==> src/include/fault_pkg.sv <==
// Shared constants and carriers for the fault trip supervisor.
// Assumes a single 10 MHz system clock.
package fault_pkg;

  // ----------------------------------------
  // Timing
  // ----------------------------------------
  localparam int CLK_HZ = 10_000_000;
  localparam int STOP_CHECK_S = 100;
  localparam int STOP_CHECK_CYCLES = STOP_CHECK_S * CLK_HZ;
  localparam int WDT_CYCLES = 10_000;
  localparam int RESTART_CYCLES = 1_000;
  localparam int POWERUP_CYCLES = 64;
  localparam int CNT_W = 32;

  // ----------------------------------------
  // Error codes and history
  // ----------------------------------------
  typedef logic [7:0] code_t;
  localparam code_t CODE_NONE = 8'h00;
  localparam code_t CODE_OC_CONST = 8'h01;
  localparam code_t CODE_OC_DECEL = 8'h02;
  localparam code_t CODE_OC_ACCEL = 8'h03;
  localparam code_t CODE_OC_OTHER = 8'h04;
  localparam code_t CODE_OVERLOAD = 8'h05;
  localparam code_t CODE_BUS_OVER = 8'h07;
  localparam code_t CODE_NVM = 8'h08;
  localparam code_t CODE_UNDER_V = 8'h09;
  localparam code_t CODE_CPU = 8'h0B;
  localparam code_t CODE_EXT_TRIP = 8'h0C;
  localparam code_t CODE_START_GUARD = 8'h0D;
  localparam code_t CODE_GND = 8'h0E;
  localparam code_t CODE_IN_OVER = 8'h0F;
  localparam code_t CODE_MODULE_HOT = 8'h15;
  localparam code_t CODE_DRIVER = 8'h1E;
  localparam code_t CODE_THERMISTOR = 8'h23;
  localparam code_t CODE_SAFETY = 8'h25;
  localparam code_t CODE_COMM = 8'h3C;
  localparam code_t INIT_CLEAR_HISTORY = 8'h00;
  localparam int HIST_DEPTH = 3;

  // ----------------------------------------
  // Enumerations and carriers
  // ----------------------------------------
  typedef enum logic [1:0] {
    PHASE_CONST = 2'h0,
    PHASE_DECEL = 2'h1,
    PHASE_ACCEL = 2'h2,
    PHASE_OTHER = 2'h3
  } phase_e;

  typedef enum logic [4:0] {
    ST_POWERUP = 5'h01,
    ST_READY = 5'h02,
    ST_RUN = 5'h04,
    ST_RIDE = 5'h08,
    ST_TRIP = 5'h10
  } state_e;

  // Internal monitors, same clock domain
  typedef struct packed {
    logic over_current;
    logic thermal_overload;
    logic bus_over_v;
    logic nvm_fault;
    logic bus_under_v;
    logic cpu_fault;
    logic gnd_fault;
    logic input_over_v;
    logic module_hot;
    logic driver_fault;
    logic low_input_v;
    logic comm_beat;
    logic comm_enable;
  } fault_mon_s;

  // Terminal and keypad pins, asynchronous
  typedef struct packed {
    logic external_trip_function;
    logic safety_stop;
    logic thermistor_hot;
    logic run_cmd;
    logic stop_key;
    logic remote_clear_input;
  } pin_s;

  localparam int PIN_W = $bits(pin_s);

endpackage

==> src/logic/fault_trip_history_recorder.sv <==
// Fault trip supervisor: gathers faults, trips the power output, keeps history.
// Assumes monitors share clock_in; terminal and keypad pins are asynchronous.
`timescale 1ns/1ps
module fault_trip_history_recorder
  import fault_pkg::*;
#(
  parameter int STOP_CHECK = STOP_CHECK_CYCLES,
  parameter int WDT_LIMIT = WDT_CYCLES,
  parameter int RESTART_LIMIT = RESTART_CYCLES,
  parameter int POWERUP_LIMIT = POWERUP_CYCLES
) (
  input wire logic clock_in,
  input wire logic arst_n_in,
  input wire fault_pkg::fault_mon_s monitor_in,
  input wire fault_pkg::phase_e phase_in,
  input wire fault_pkg::pin_s pins_in,
  input wire logic unattended_start_guard_in,
  input wire logic nv_mark_in,
  input wire logic init_write_in,
  input wire fault_pkg::code_t init_select_setting_in,
  output logic power_enable_out,
  output logic tripped_out,
  output fault_pkg::code_t display_code_out,
  output fault_pkg::code_t newest_fault_view_out,
  output fault_pkg::code_t middle_fault_view_out,
  output fault_pkg::code_t oldest_fault_view_out,
  output logic nv_mark_out
);
  import fault_pkg::*;

  // ----------------------------------------
  // Elaboration checks
  // ----------------------------------------
  generate
    if (STOP_CHECK < 1 || WDT_LIMIT < 1 || RESTART_LIMIT < 1 || POWERUP_LIMIT < 1)
    begin : g_bad
      $error("cycle counts must be at least one");
    end
  endgenerate

  // ----------------------------------------
  // Pin synchronisation
  // ----------------------------------------
  pin_s pin;
  pin_sync #(.WIDTH(PIN_W)) u_sync (
    .clock_in(clock_in),
    .arst_n_in(arst_n_in),
    .pin_in(pins_in),
    .level_out(pin)
  );

  // ----------------------------------------
  // State
  // ----------------------------------------
  state_e state, next_state;
  logic [CNT_W-1:0] cnt, next_cnt;
  logic [CNT_W-1:0] wdt, next_wdt;
  logic key_prev, clr_prev;
  code_t code, next_code;
  logic power, next_power;
  logic tripped;
  logic log_pulse;
  code_t log_code;
  logic hist_clear;
  code_t hist [HIST_DEPTH];

  // Edge of the keypad stop key or the remote clear terminal
  logic clear_press;
  assign clear_press = (pin.stop_key && !key_prev)
    || (pin.remote_clear_input && !clr_prev);

  // ----------------------------------------
  // Fault selection, fixed priority
  // ----------------------------------------
  logic fault_hit;
  code_t fault_code;
  logic wdt_expired;
  assign wdt_expired = monitor_in.comm_enable && (wdt >= CNT_W'(WDT_LIMIT - 1));

  // Highest priority first: protection path, processor, memory, then the rest
  always_comb begin
    fault_hit = 1'b1;
    fault_code = CODE_NONE;
    if (monitor_in.driver_fault) begin
      fault_code = CODE_DRIVER;
    end else if (monitor_in.cpu_fault) begin
      fault_code = CODE_CPU;
    end else if (monitor_in.nvm_fault) begin
      fault_code = CODE_NVM;
    end else if (pin.safety_stop) begin
      fault_code = CODE_SAFETY;
    end else if (monitor_in.over_current) begin
      case (phase_in)
        PHASE_CONST: fault_code = CODE_OC_CONST;
        PHASE_DECEL: fault_code = CODE_OC_DECEL;
        PHASE_ACCEL: fault_code = CODE_OC_ACCEL;
        default: fault_code = CODE_OC_OTHER;
      endcase
    end else if (monitor_in.module_hot) begin
      fault_code = CODE_MODULE_HOT;
    end else if (pin.thermistor_hot) begin
      fault_code = CODE_THERMISTOR;
    end else if (monitor_in.bus_over_v) begin
      fault_code = CODE_BUS_OVER;
    end else if (monitor_in.bus_under_v) begin
      fault_code = CODE_UNDER_V;
    end else if (monitor_in.thermal_overload) begin
      fault_code = CODE_OVERLOAD;
    end else if (pin.external_trip_function) begin
      fault_code = CODE_EXT_TRIP;
    end else if (wdt_expired) begin
      fault_code = CODE_COMM;
    end else begin
      fault_hit = 1'b0;
    end
  end

  // ----------------------------------------
  // Network watchdog
  // ----------------------------------------
  // Restarts on every beat; idle while the network is disabled
  always_comb begin
    if (!monitor_in.comm_enable || monitor_in.comm_beat || state == ST_TRIP) begin
      next_wdt = '0;
    end else if (wdt_expired) begin
      next_wdt = wdt;
    end else begin
      next_wdt = wdt + CNT_W'(1);
    end
  end

  always_ff @(posedge clock_in or negedge arst_n_in) begin
    if (!arst_n_in) begin
      wdt <= '0;
    end else begin
      wdt <= next_wdt;
    end
  end

  // ----------------------------------------
  // Trip sequencer
  // ----------------------------------------
  // Faults are taken in every state, in a trip only on a clearing press; the first fault wins
  always_comb begin
    next_state = state;
    next_cnt = cnt;
    next_code = code;
    next_power = 1'b0;
    log_pulse = 1'b0;
    log_code = CODE_NONE;
    case (state)
      ST_POWERUP: begin
        next_cnt = cnt + CNT_W'(1);
        if (fault_hit) begin
          log_code = fault_code;
        end else if (nv_mark_in) begin
          log_code = CODE_NVM;
        end else if (monitor_in.gnd_fault) begin
          log_code = CODE_GND;
        end else if (unattended_start_guard_in && pin.run_cmd) begin
          log_code = CODE_START_GUARD;
        end
        if (log_code != CODE_NONE) begin
          log_pulse = 1'b1;
        end else if (cnt >= CNT_W'(POWERUP_LIMIT - 1)) begin
          next_state = ST_READY;
          next_cnt = '0;
        end
      end
      ST_READY: begin
        next_cnt = cnt + CNT_W'(1);
        if (fault_hit) begin
          log_pulse = 1'b1;
          log_code = fault_code;
        end else if (cnt >= CNT_W'(STOP_CHECK - 1)) begin
          next_cnt = '0;
          if (monitor_in.input_over_v) begin
            log_pulse = 1'b1;
            log_code = CODE_IN_OVER;
          end
        end else if (pin.run_cmd) begin
          next_state = ST_RUN;
          next_power = 1'b1;
          next_cnt = '0;
        end
      end
      ST_RUN: begin
        next_power = 1'b1;
        if (fault_hit) begin
          log_pulse = 1'b1;
          log_code = fault_code;
        end else if (monitor_in.low_input_v) begin
          next_state = ST_RIDE;
          next_power = 1'b0;
          next_cnt = '0;
        end else if (!pin.run_cmd) begin
          next_state = ST_READY;
          next_power = 1'b0;
          next_cnt = '0;
        end
      end
      ST_RIDE: begin
        next_cnt = cnt + CNT_W'(1);
        if (fault_hit) begin
          log_pulse = 1'b1;
          log_code = fault_code;
        end else if (!monitor_in.low_input_v) begin
          next_state = pin.run_cmd ? ST_RUN : ST_READY;
          next_power = pin.run_cmd;
          next_cnt = '0;
        end else if (cnt >= CNT_W'(RESTART_LIMIT - 1)) begin
          log_pulse = 1'b1;
          log_code = CODE_UNDER_V;
        end
      end
      ST_TRIP: begin
        // A fault present on the clearing press trips again at once
        if (clear_press && fault_hit) begin
          log_pulse = 1'b1;
          log_code = fault_code;
        end else if (clear_press) begin
          next_state = ST_READY;
          next_code = CODE_NONE;
          next_cnt = '0;
        end
      end
      default: begin
        next_state = ST_TRIP;
        next_code = CODE_CPU;
      end
    endcase
    if (log_pulse) begin
      next_state = ST_TRIP;
      next_power = 1'b0;
      next_code = log_code;
      next_cnt = '0;
    end
  end

  always_ff @(posedge clock_in or negedge arst_n_in) begin
    if (!arst_n_in) begin
      state <= ST_POWERUP;
      cnt <= '0;
      code <= CODE_NONE;
      power <= 1'b0;
      tripped <= 1'b0;
      key_prev <= 1'b0;
      clr_prev <= 1'b0;
      nv_mark_out <= 1'b0;
    end else begin
      state <= next_state;
      cnt <= next_cnt;
      code <= next_code;
      power <= next_power;
      tripped <= (next_state == ST_TRIP);
      key_prev <= pin.stop_key;
      clr_prev <= pin.remote_clear_input;
      nv_mark_out <= pin.remote_clear_input;
    end
  end

  // ----------------------------------------
  // History and outputs
  // ----------------------------------------
  assign hist_clear = init_write_in && (init_select_setting_in == INIT_CLEAR_HISTORY);

  trip_history #(.DEPTH(HIST_DEPTH)) u_hist (
    .clock_in(clock_in),
    .arst_n_in(arst_n_in),
    .log_in(log_pulse),
    .code_in(log_code),
    .clear_in(hist_clear),
    .entry_out(hist)
  );

  assign power_enable_out = power;
  assign tripped_out = tripped;
  assign display_code_out = code;
  assign newest_fault_view_out = hist[0];
  assign middle_fault_view_out = hist[1];
  assign oldest_fault_view_out = hist[2];

  // ----------------------------------------
  // Checks
  // ----------------------------------------
  a_trip_power_off: assert property (@(posedge clock_in) disable iff (!arst_n_in)
    log_pulse |=> !power && state == ST_TRIP && newest_fault_view_out == code)
    else $error("trip did not drop power and log");
  a_trip_stopped: assert property (@(posedge clock_in) disable iff (!arst_n_in)
    state == ST_READY && fault_hit |=> state == ST_TRIP)
    else $error("fault ignored while stopped");
  a_clear_press: assert property (@(posedge clock_in) disable iff (!arst_n_in)
    state == ST_TRIP && clear_press && !fault_hit |=> state == ST_READY && code == CODE_NONE)
    else $error("stop key did not clear the trip");
  a_oc_phase: assert property (@(posedge clock_in) disable iff (!arst_n_in)
    state != ST_TRIP && monitor_in.over_current && !monitor_in.driver_fault
    && !monitor_in.cpu_fault && !monitor_in.nvm_fault && !pin.safety_stop
    && phase_in == PHASE_ACCEL |=> code == CODE_OC_ACCEL)
    else $error("over-current code does not match phase");
  a_guard_start: assert property (@(posedge clock_in) disable iff (!arst_n_in)
    state == ST_POWERUP && !fault_hit && !nv_mark_in && !monitor_in.gnd_fault
    && unattended_start_guard_in && pin.run_cmd |=> code == CODE_START_GUARD && !power)
    else $error("unattended start not refused");
  a_display_trip: assert property (@(posedge clock_in) disable iff (!arst_n_in)
    state == ST_TRIP |-> display_code_out != CODE_NONE && !power_enable_out)
    else $error("trip without a displayed code");
  a_ride_power: assert property (@(posedge clock_in) disable iff (!arst_n_in)
    state == ST_RUN && !fault_hit && monitor_in.low_input_v |=> state == ST_RIDE && !power)
    else $error("brownout did not cut output");
  a_wdt_trip: assert property (@(posedge clock_in) disable iff (!arst_n_in)
    state != ST_TRIP && fault_hit && fault_code == CODE_COMM |=> code == CODE_COMM)
    else $error("watchdog expiry not reported");

endmodule

==> src/logic/pin_sync.sv <==
// Three-stage synchroniser for asynchronous pins, one lane per bit.
// Assumes pins are slow levels; a change counts once stages two and three agree.
`timescale 1ns/1ps
module pin_sync #(
  parameter int WIDTH = 1
) (
  input wire logic clock_in,
  input wire logic arst_n_in,
  input wire logic [WIDTH-1:0] pin_in,
  output logic [WIDTH-1:0] level_out
);

  // ----------------------------------------
  // Per-bit lanes
  // ----------------------------------------
  genvar i;
  generate
    if (WIDTH < 1) begin : g_bad
      $error("pin_sync needs WIDTH of at least one");
    end
    for (i = 0; i < WIDTH; i++) begin : g_lane
      logic s1, s2, s3, lvl, next_lvl;
      // Accept a new level only when the last two stages agree
      always_comb begin
        next_lvl = (s2 == s3) ? s3 : lvl;
      end
      always_ff @(posedge clock_in or negedge arst_n_in) begin
        if (!arst_n_in) begin
          s1 <= 1'b0;
          s2 <= 1'b0;
          s3 <= 1'b0;
          lvl <= 1'b0;
        end else begin
          s1 <= pin_in[i];
          s2 <= s1;
          s3 <= s2;
          lvl <= next_lvl;
        end
      end
      assign level_out[i] = lvl;

      a_sync_agree: assert property (@(posedge clock_in) disable iff (!arst_n_in)
        $changed(lvl) |-> $past(s2) == $past(s3))
        else $error("synchronised level moved without agreement");
    end
  endgenerate

endmodule

==> src/logic/trip_history.sv <==
// Three-entry trip history, newest first, held in flip-flops.
// Assumes log and clear strobes are one-cycle pulses on the system clock.
`timescale 1ns/1ps
module trip_history
  import fault_pkg::*;
#(
  parameter int DEPTH = HIST_DEPTH
) (
  input wire logic clock_in,
  input wire logic arst_n_in,
  input wire logic log_in,
  input wire fault_pkg::code_t code_in,
  input wire logic clear_in,
  output fault_pkg::code_t entry_out [DEPTH]
);
  import fault_pkg::*;

  // ----------------------------------------
  // Storage
  // ----------------------------------------
  code_t entry [DEPTH];
  code_t next_entry [DEPTH];

  generate
    if (DEPTH < 1) begin : g_bad
      $error("trip_history needs DEPTH of at least one");
    end
  endgenerate

  // Shift down on a log, newest in slot zero; a log beats a clear
  always_comb begin
    for (int k = 0; k < DEPTH; k++) begin
      if (log_in) begin
        next_entry[k] = (k == 0) ? code_in : entry[(k > 0) ? k - 1 : 0];
      end else if (clear_in) begin
        next_entry[k] = CODE_NONE;
      end else begin
        next_entry[k] = entry[k];
      end
    end
  end

  always_ff @(posedge clock_in or negedge arst_n_in) begin
    if (!arst_n_in) begin
      for (int k = 0; k < DEPTH; k++) begin
        entry[k] <= CODE_NONE;
      end
    end else begin
      entry <= next_entry;
    end
  end

  assign entry_out = entry;

  a_hist_newest: assert property (@(posedge clock_in) disable iff (!arst_n_in)
    log_in |=> entry[0] == $past(code_in))
    else $error("newest entry does not hold the logged code");
  a_hist_shift: assert property (@(posedge clock_in) disable iff (!arst_n_in)
    log_in |=> entry[DEPTH-1] == $past(entry[DEPTH-2]))
    else $error("history did not shift down");
  a_hist_clear: assert property (@(posedge clock_in) disable iff (!arst_n_in)
    clear_in && !log_in |=> entry[0] == CODE_NONE)
    else $error("history not erased by clear");
  a_hist_keep: assert property (@(posedge clock_in) disable iff (!arst_n_in)
    !log_in && !clear_in |=> $stable(entry[0]))
    else $error("history changed without log or clear");

endmodule

==> config.mk <==
export PLATFORM = sky130hd
export DESIGN_NAME = fault_trip_history_recorder
export DESIGN_NICKNAME = d
export VERILOG_FILES = /design/src/include/fault_pkg.sv /design/src/logic/fault_trip_history_recorder.sv /design/src/logic/pin_sync.sv /design/src/logic/trip_history.sv
export SDC_FILE = /design/constraint.sdc
export NUM_CORES = 1
export LEC_CHECK = 0
export ABC_AREA = 1
export BUFFER_PORTS_ARGS = -buffer_cell sky130_fd_sc_hd__buf_2
export CELL_PAD_IN_SITES_DETAIL_PLACEMENT = 0
export CELL_PAD_IN_SITES_GLOBAL_PLACEMENT = 2
export CORE_MARGIN = 3
export CORE_UTILIZATION = 35
export CTS_CLUSTER_SIZE = 14
export DETAILED_ROUTE_END_ITERATION = 12
export GPL_ROUTABILITY_DRIVEN = 0
export PLACE_DENSITY_LB_ADDON = 0.3
export SETUP_SLACK_MARGIN = 0.2
export SLEW_MARGIN = 20
export SYNTH_ARGS = -nofsm -noshare
export SYNTH_HDL_FRONTEND = slang
export SYNTH_SLANG_ARGS = --single-unit
==> constraint.sdc <==
create_clock -name clock_in -period 3 [get_ports clock_in]
set_input_delay 0.3 -clock clock_in [delete_from_list [all_inputs] [get_ports clock_in]]
set_output_delay 0.3 -clock clock_in [all_outputs]
set_load 0.1 [all_outputs]
==> load_flow_metrics.sql <==
INSERT INTO impl_metrics (metric_group, metric, value, unit) VALUES
('floorplan', 'die_y', '142.7', 'µm'),
('synthesis', 'edff_count_synth', '0', ''),
('synthesis', 'syn_area_per_cell', '7.924', 'µm²'),
('clocking', 'clock_insertion_delay_worst_skew', '0.42', 'ns'),
('clocking', 'htree_num_levels', '4', ''),
('sta', 'rsz0062_at_grt', 'false', ''),
('synthesis', 'yosysUniqueCellTypes', '50', ''),
('synthesis', 'synthDominantCellAreaShare', '0.4593', ''),
('global_route', 'via_count_of_the_first_global_routing_pass', '5637', ''),
('hold_path', 'min_path_type', 'in2reg', ''),
('critical_path', 'category_of_the_worst_setup_path_capture_point', 'register', ''),
('clocking', 'clock_path_buffers', '2', ''),
('power_and_ir_drop', 'ir_worst_vdd', '0.4816', 'mV'),
('sta', 'tightestPinTransition', '0.7323', 'ns'),
('layout', 'drive_above_1_share', '0.1781', ''),
('synthesis', 'leading_area_contributor_after_synthesis', 'sky130_fd_sc_hd__dfrtp_1', ''),
('detailed_routing', 'route.final.wire_length', '17.27', 'mm'),
('power_and_ir_drop', 'p_switching', '1.801', 'mW'),
('floorplan', 'initial_core_util', '0.3602', ''),
('sta', 'final.setup_skew', '0.01029', 'ns'),
('synthesis', 'ys_async_sr_fraction', '1.000', ''),
('floorplan', 'dieWidth', '142.7', 'µm'),
('power_and_ir_drop', 'power.sequential.fraction', '0.359', ''),
('sta', 'final.period_utilization', '0.8666', ''),
('power_and_ir_drop', 'power_per_cell_area', '622.6', 'mW/mm²'),
('power_and_ir_drop', 'p_int', '3.219', 'mW'),
('layout', 'num-nets-final', '958', ''),
('synthesis', 'synth_seq_cells', '121', ''),
('critical_path', 'timing.critical_path.mode_cell', 'sky130_fd_sc_hd__nand3_1', ''),
('synthesis', 'synth.cell_area', '0.006538', 'mm²'),
('critical_path', 'type_of_the_worst_setup_path', 'reg2reg', ''),
('layout', 'post-route-util', '0.4443', ''),
('detailed_routing', 'detail_route.first_pass.iterations', '4', ''),
('power_and_ir_drop', 'power_frac_comb', '0.227', ''),
('outcome', 'outcome', 'finished clean', ''),
('flow_run', 'drv_cap', '0', ''),
('floorplan', 'placement_rows', '49', ''),
('critical_path', 'cp_slowest_stage_delay', '0.36', 'ns'),
('detailed_routing', 'drt_iter0_markers', '327', ''),
('floorplan', 'ioPinCount', '69', ''),
('sta', 'timing.setup.tns', '0', 'ns'),
('floorplan', 'core_region_area', '0.01815', 'mm²'),
('synthesis', 'synth.area.top_cells', 'sky130_fd_sc_hd__dfrtp_1 (46%), sky130_fd_sc_hd__nand2_1 (9.2%), sky130_fd_sc_hd__nand3_1 (7.2%), sky130_fd_sc_hd__inv_1 (6.8%), sky130_fd_sc_hd__nor2_1 (4.4%)', ''),
('critical_path', 'crit_chain', 'ha_2, nand3_1, nand3_1, nand3_2, nand3_4, nand2_4, nand3_4, buf_4, nand2_1, o21ai_1, nand2_1, nor2_2, nand2_2, nor2_4, nor2_2, nor2_4, buf_12, buf_16, nand3_1, nor2_1', ''),
('synthesis', 'yosys_warnings', '0', ''),
('synthesis', 'instance_count_of_the_mapped_netlist', '825', ''),
('layout', 'syn_to_final_growth', '23.33', '%'),
('detailed_routing', 'drc', '0', ''),
('sta', 'clock.fmax', '0.3846', 'GHz'),
('hold_path', 'worst_hold_path.num_cells', '4', ''),
('critical_path', 'crit_slowest_cell', 'sky130_fd_sc_hd__dfrtp_1', ''),
('critical_path', 'cp.required', '3.35', 'ns'),
('place', 'dp_slack', '0.03813', 'ns'),
('synthesis', 'synth_flop_cell', 'sky130_fd_sc_hd__dfrtp_1', ''),
('sta', 'report.final.setup_viol', '0', ''),
('place', 'detailed_place_hpwl', '11.49', 'mm'),
('clocking', 'clk_pin_slew', '0.06', 'ns'),
('power_and_ir_drop', 'power.share.clock', '0.414', ''),
('power_and_ir_drop', 'switching_share', '0.3588', ''),
('critical_path', 'critPathLaunchType', 'register', ''),
('sta', 'finalHoldViolCount', '0', ''),
('global_route', 'antenna_found_initial', '0', ''),
('detailed_routing', 'wire_per_inst', '14.88', 'µm'),
('global_route', 'global_route_wire_length_before_repair', '28.24', 'mm'),
('floorplan', 'dieArea', '0.02035', 'mm²'),
('synthesis', 'synth.yosys.seq_area_share', '0.4633', ''),
('layout', 'number_of_filler_cells_placed_in_the_layout', '1803', ''),
('place', 'port_buffers', '60', ''),
('clocking', 'cts-buffers-inserted', '17', ''),
('layout', 'antenna_cells', '0', ''),
('critical_path', 'worstPathMaxFanout', '15', '');
area by class of cell:
cell class	count	area (µm²)	share of cell area
clock buffer	19	442.9	0.05493
clock inverter	13	157.7	0.01955
tap	229	286.5	0.03554
inverter	126	473.0	0.05866
sequential	121	3029	0.3757
timing repair buffer	99	765.7	0.09497
multi-input combinational	554	2908	0.3606
metal layers:
metal  up-vias  wire [µm]  track usage
met5         -          0            0
met1      2826       8135       0.2316
met2       118       8177       0.2807
met4         0        251      0.05253
met3        16        710      0.04253
li1       2893          -            -
per-stage QoR:
step	instance area [µm²]	total power, mW	instances	hold WS [ns]
6_report	8063	5.020	1161	0.3296
2_1_floorplan	6564	2.678	832	0.004409
3_3_place_gp	7066	2.882	1104	0.3066
4_1_cts	7870	5.048	1151	0.2657
5_1_grt	8063	5.229	1161	0.3621
3_5_place_dp	7066	2.893	1104	0.3152
Yosys cell counts (10+ instances only):
master                    count
sky130_fd_sc_hd__nor3_1      24
sky130_fd_sc_hd__o21ai_0     31
sky130_fd_sc_hd__nand2_1    161
sky130_fd_sc_hd__xor2_1      18
sky130_fd_sc_hd__nor4_1      15
sky130_fd_sc_hd__nand3_1     94
sky130_fd_sc_hd__inv_1      119
sky130_fd_sc_hd__nor2_1      77
sky130_fd_sc_hd__dfrtp_1    120
sky130_fd_sc_hd__buf_4       10
sky130_fd_sc_hd__a21oi_1     21
sky130_fd_sc_hd__nand4_1     41
critical path, delay by kind of cell, from the launching register on:
| family | cells | cell delay [ns] |
|---|---|---|
| AO/OA/AOI/OAI | 1 | 0.10 |
| adder cells (fa/ha/maj) | 1 | 0.20 |
| flip-flops | 1 | 0.36 |
| AND/OR/NAND/NOR | 15 | 1.44 |
| buffers and inverters | 3 | 0.44 |
repair_timing:
action,4_1_cts,5_1_grt
resized for setup,7,14
endpoints found under the hold margin,39,0
cloned,2,2
pin swaps,1,2
setup endpoints to repair,57,62
setup buffers,6,8
hold buffers,7,0
power by group through the flow:
stage	Clock [mW]	Combinational, mW	Sequential [mW]
after global routing	2.21	1.20	1.81
after CTS	2.13	1.11	1.80
after floorplan	0	0.295	2.38
after global placement	0	1.06	1.82
final	2.08	1.14	1.80
after detailed placement	0	1.06	1.83
flip-flops by register name, summed over array words and instances, names as in the netlist:
signal,flops
u_sync.g_lane.s1,6
u_sync.g_lane.s3,6
u_sync.g_lane.lvl,6
display_code_out,6
u_hist.entry_out,18
state,5
tripped_out,1
u_sync.g_lane.s2,6
cnt,32
wdt,32
power_enable_out,1
clr_prev,1
key_prev,1
final timing paths:
path | startpoint | endpoint | slack, ns
worst min register to register | u_sync.g_lane[2].s1 | u_sync.g_lane[2].s2 | 0.35
worst min-delay path | monitor_in[1] | wdt[30] | 0.33
max in group asynchronous | arst_n_in | state[0] | 1.73
worst max register to register | wdt[0] | state[0] | 0.40
worst max-delay path | wdt[0] | state[0] | 0.40
min in group asynchronous | arst_n_in | cnt[16] | 0.41
cell usage in the layout (no fill, tap or decap), types with 21 or more instances in the layout:
cell,netlist,layout
sky130_fd_sc_hd__nor3_1,24,24
sky130_fd_sc_hd__o21ai_0,31,30
sky130_fd_sc_hd__nor2_1,77,73
sky130_fd_sc_hd__dfrtp_1,120,120
sky130_fd_sc_hd__inv_1,119,119
sky130_fd_sc_hd__buf_2,6,59
sky130_fd_sc_hd__nand2_1,161,159
sky130_fd_sc_hd__nand3_1,94,92
sky130_fd_sc_hd__buf_4,10,21
sky130_fd_sc_hd__nand4_1,41,41
cell families (layout without fill, tap and decap cells):
group	Yosys count	in the layout	share of synthesized area
other	1	8	0.0005736
flip-flops	121	121	0.4634
adder cells (fa/ha/maj)	11	11	0.01876
XOR/XNOR	22	22	0.02947
AND/OR/NAND/NOR	436	436	0.3127
buffers and inverters	158	257	0.1068
AO/OA/AOI/OAI	76	77	0.06833
Power figures use the tool's default switching activity.
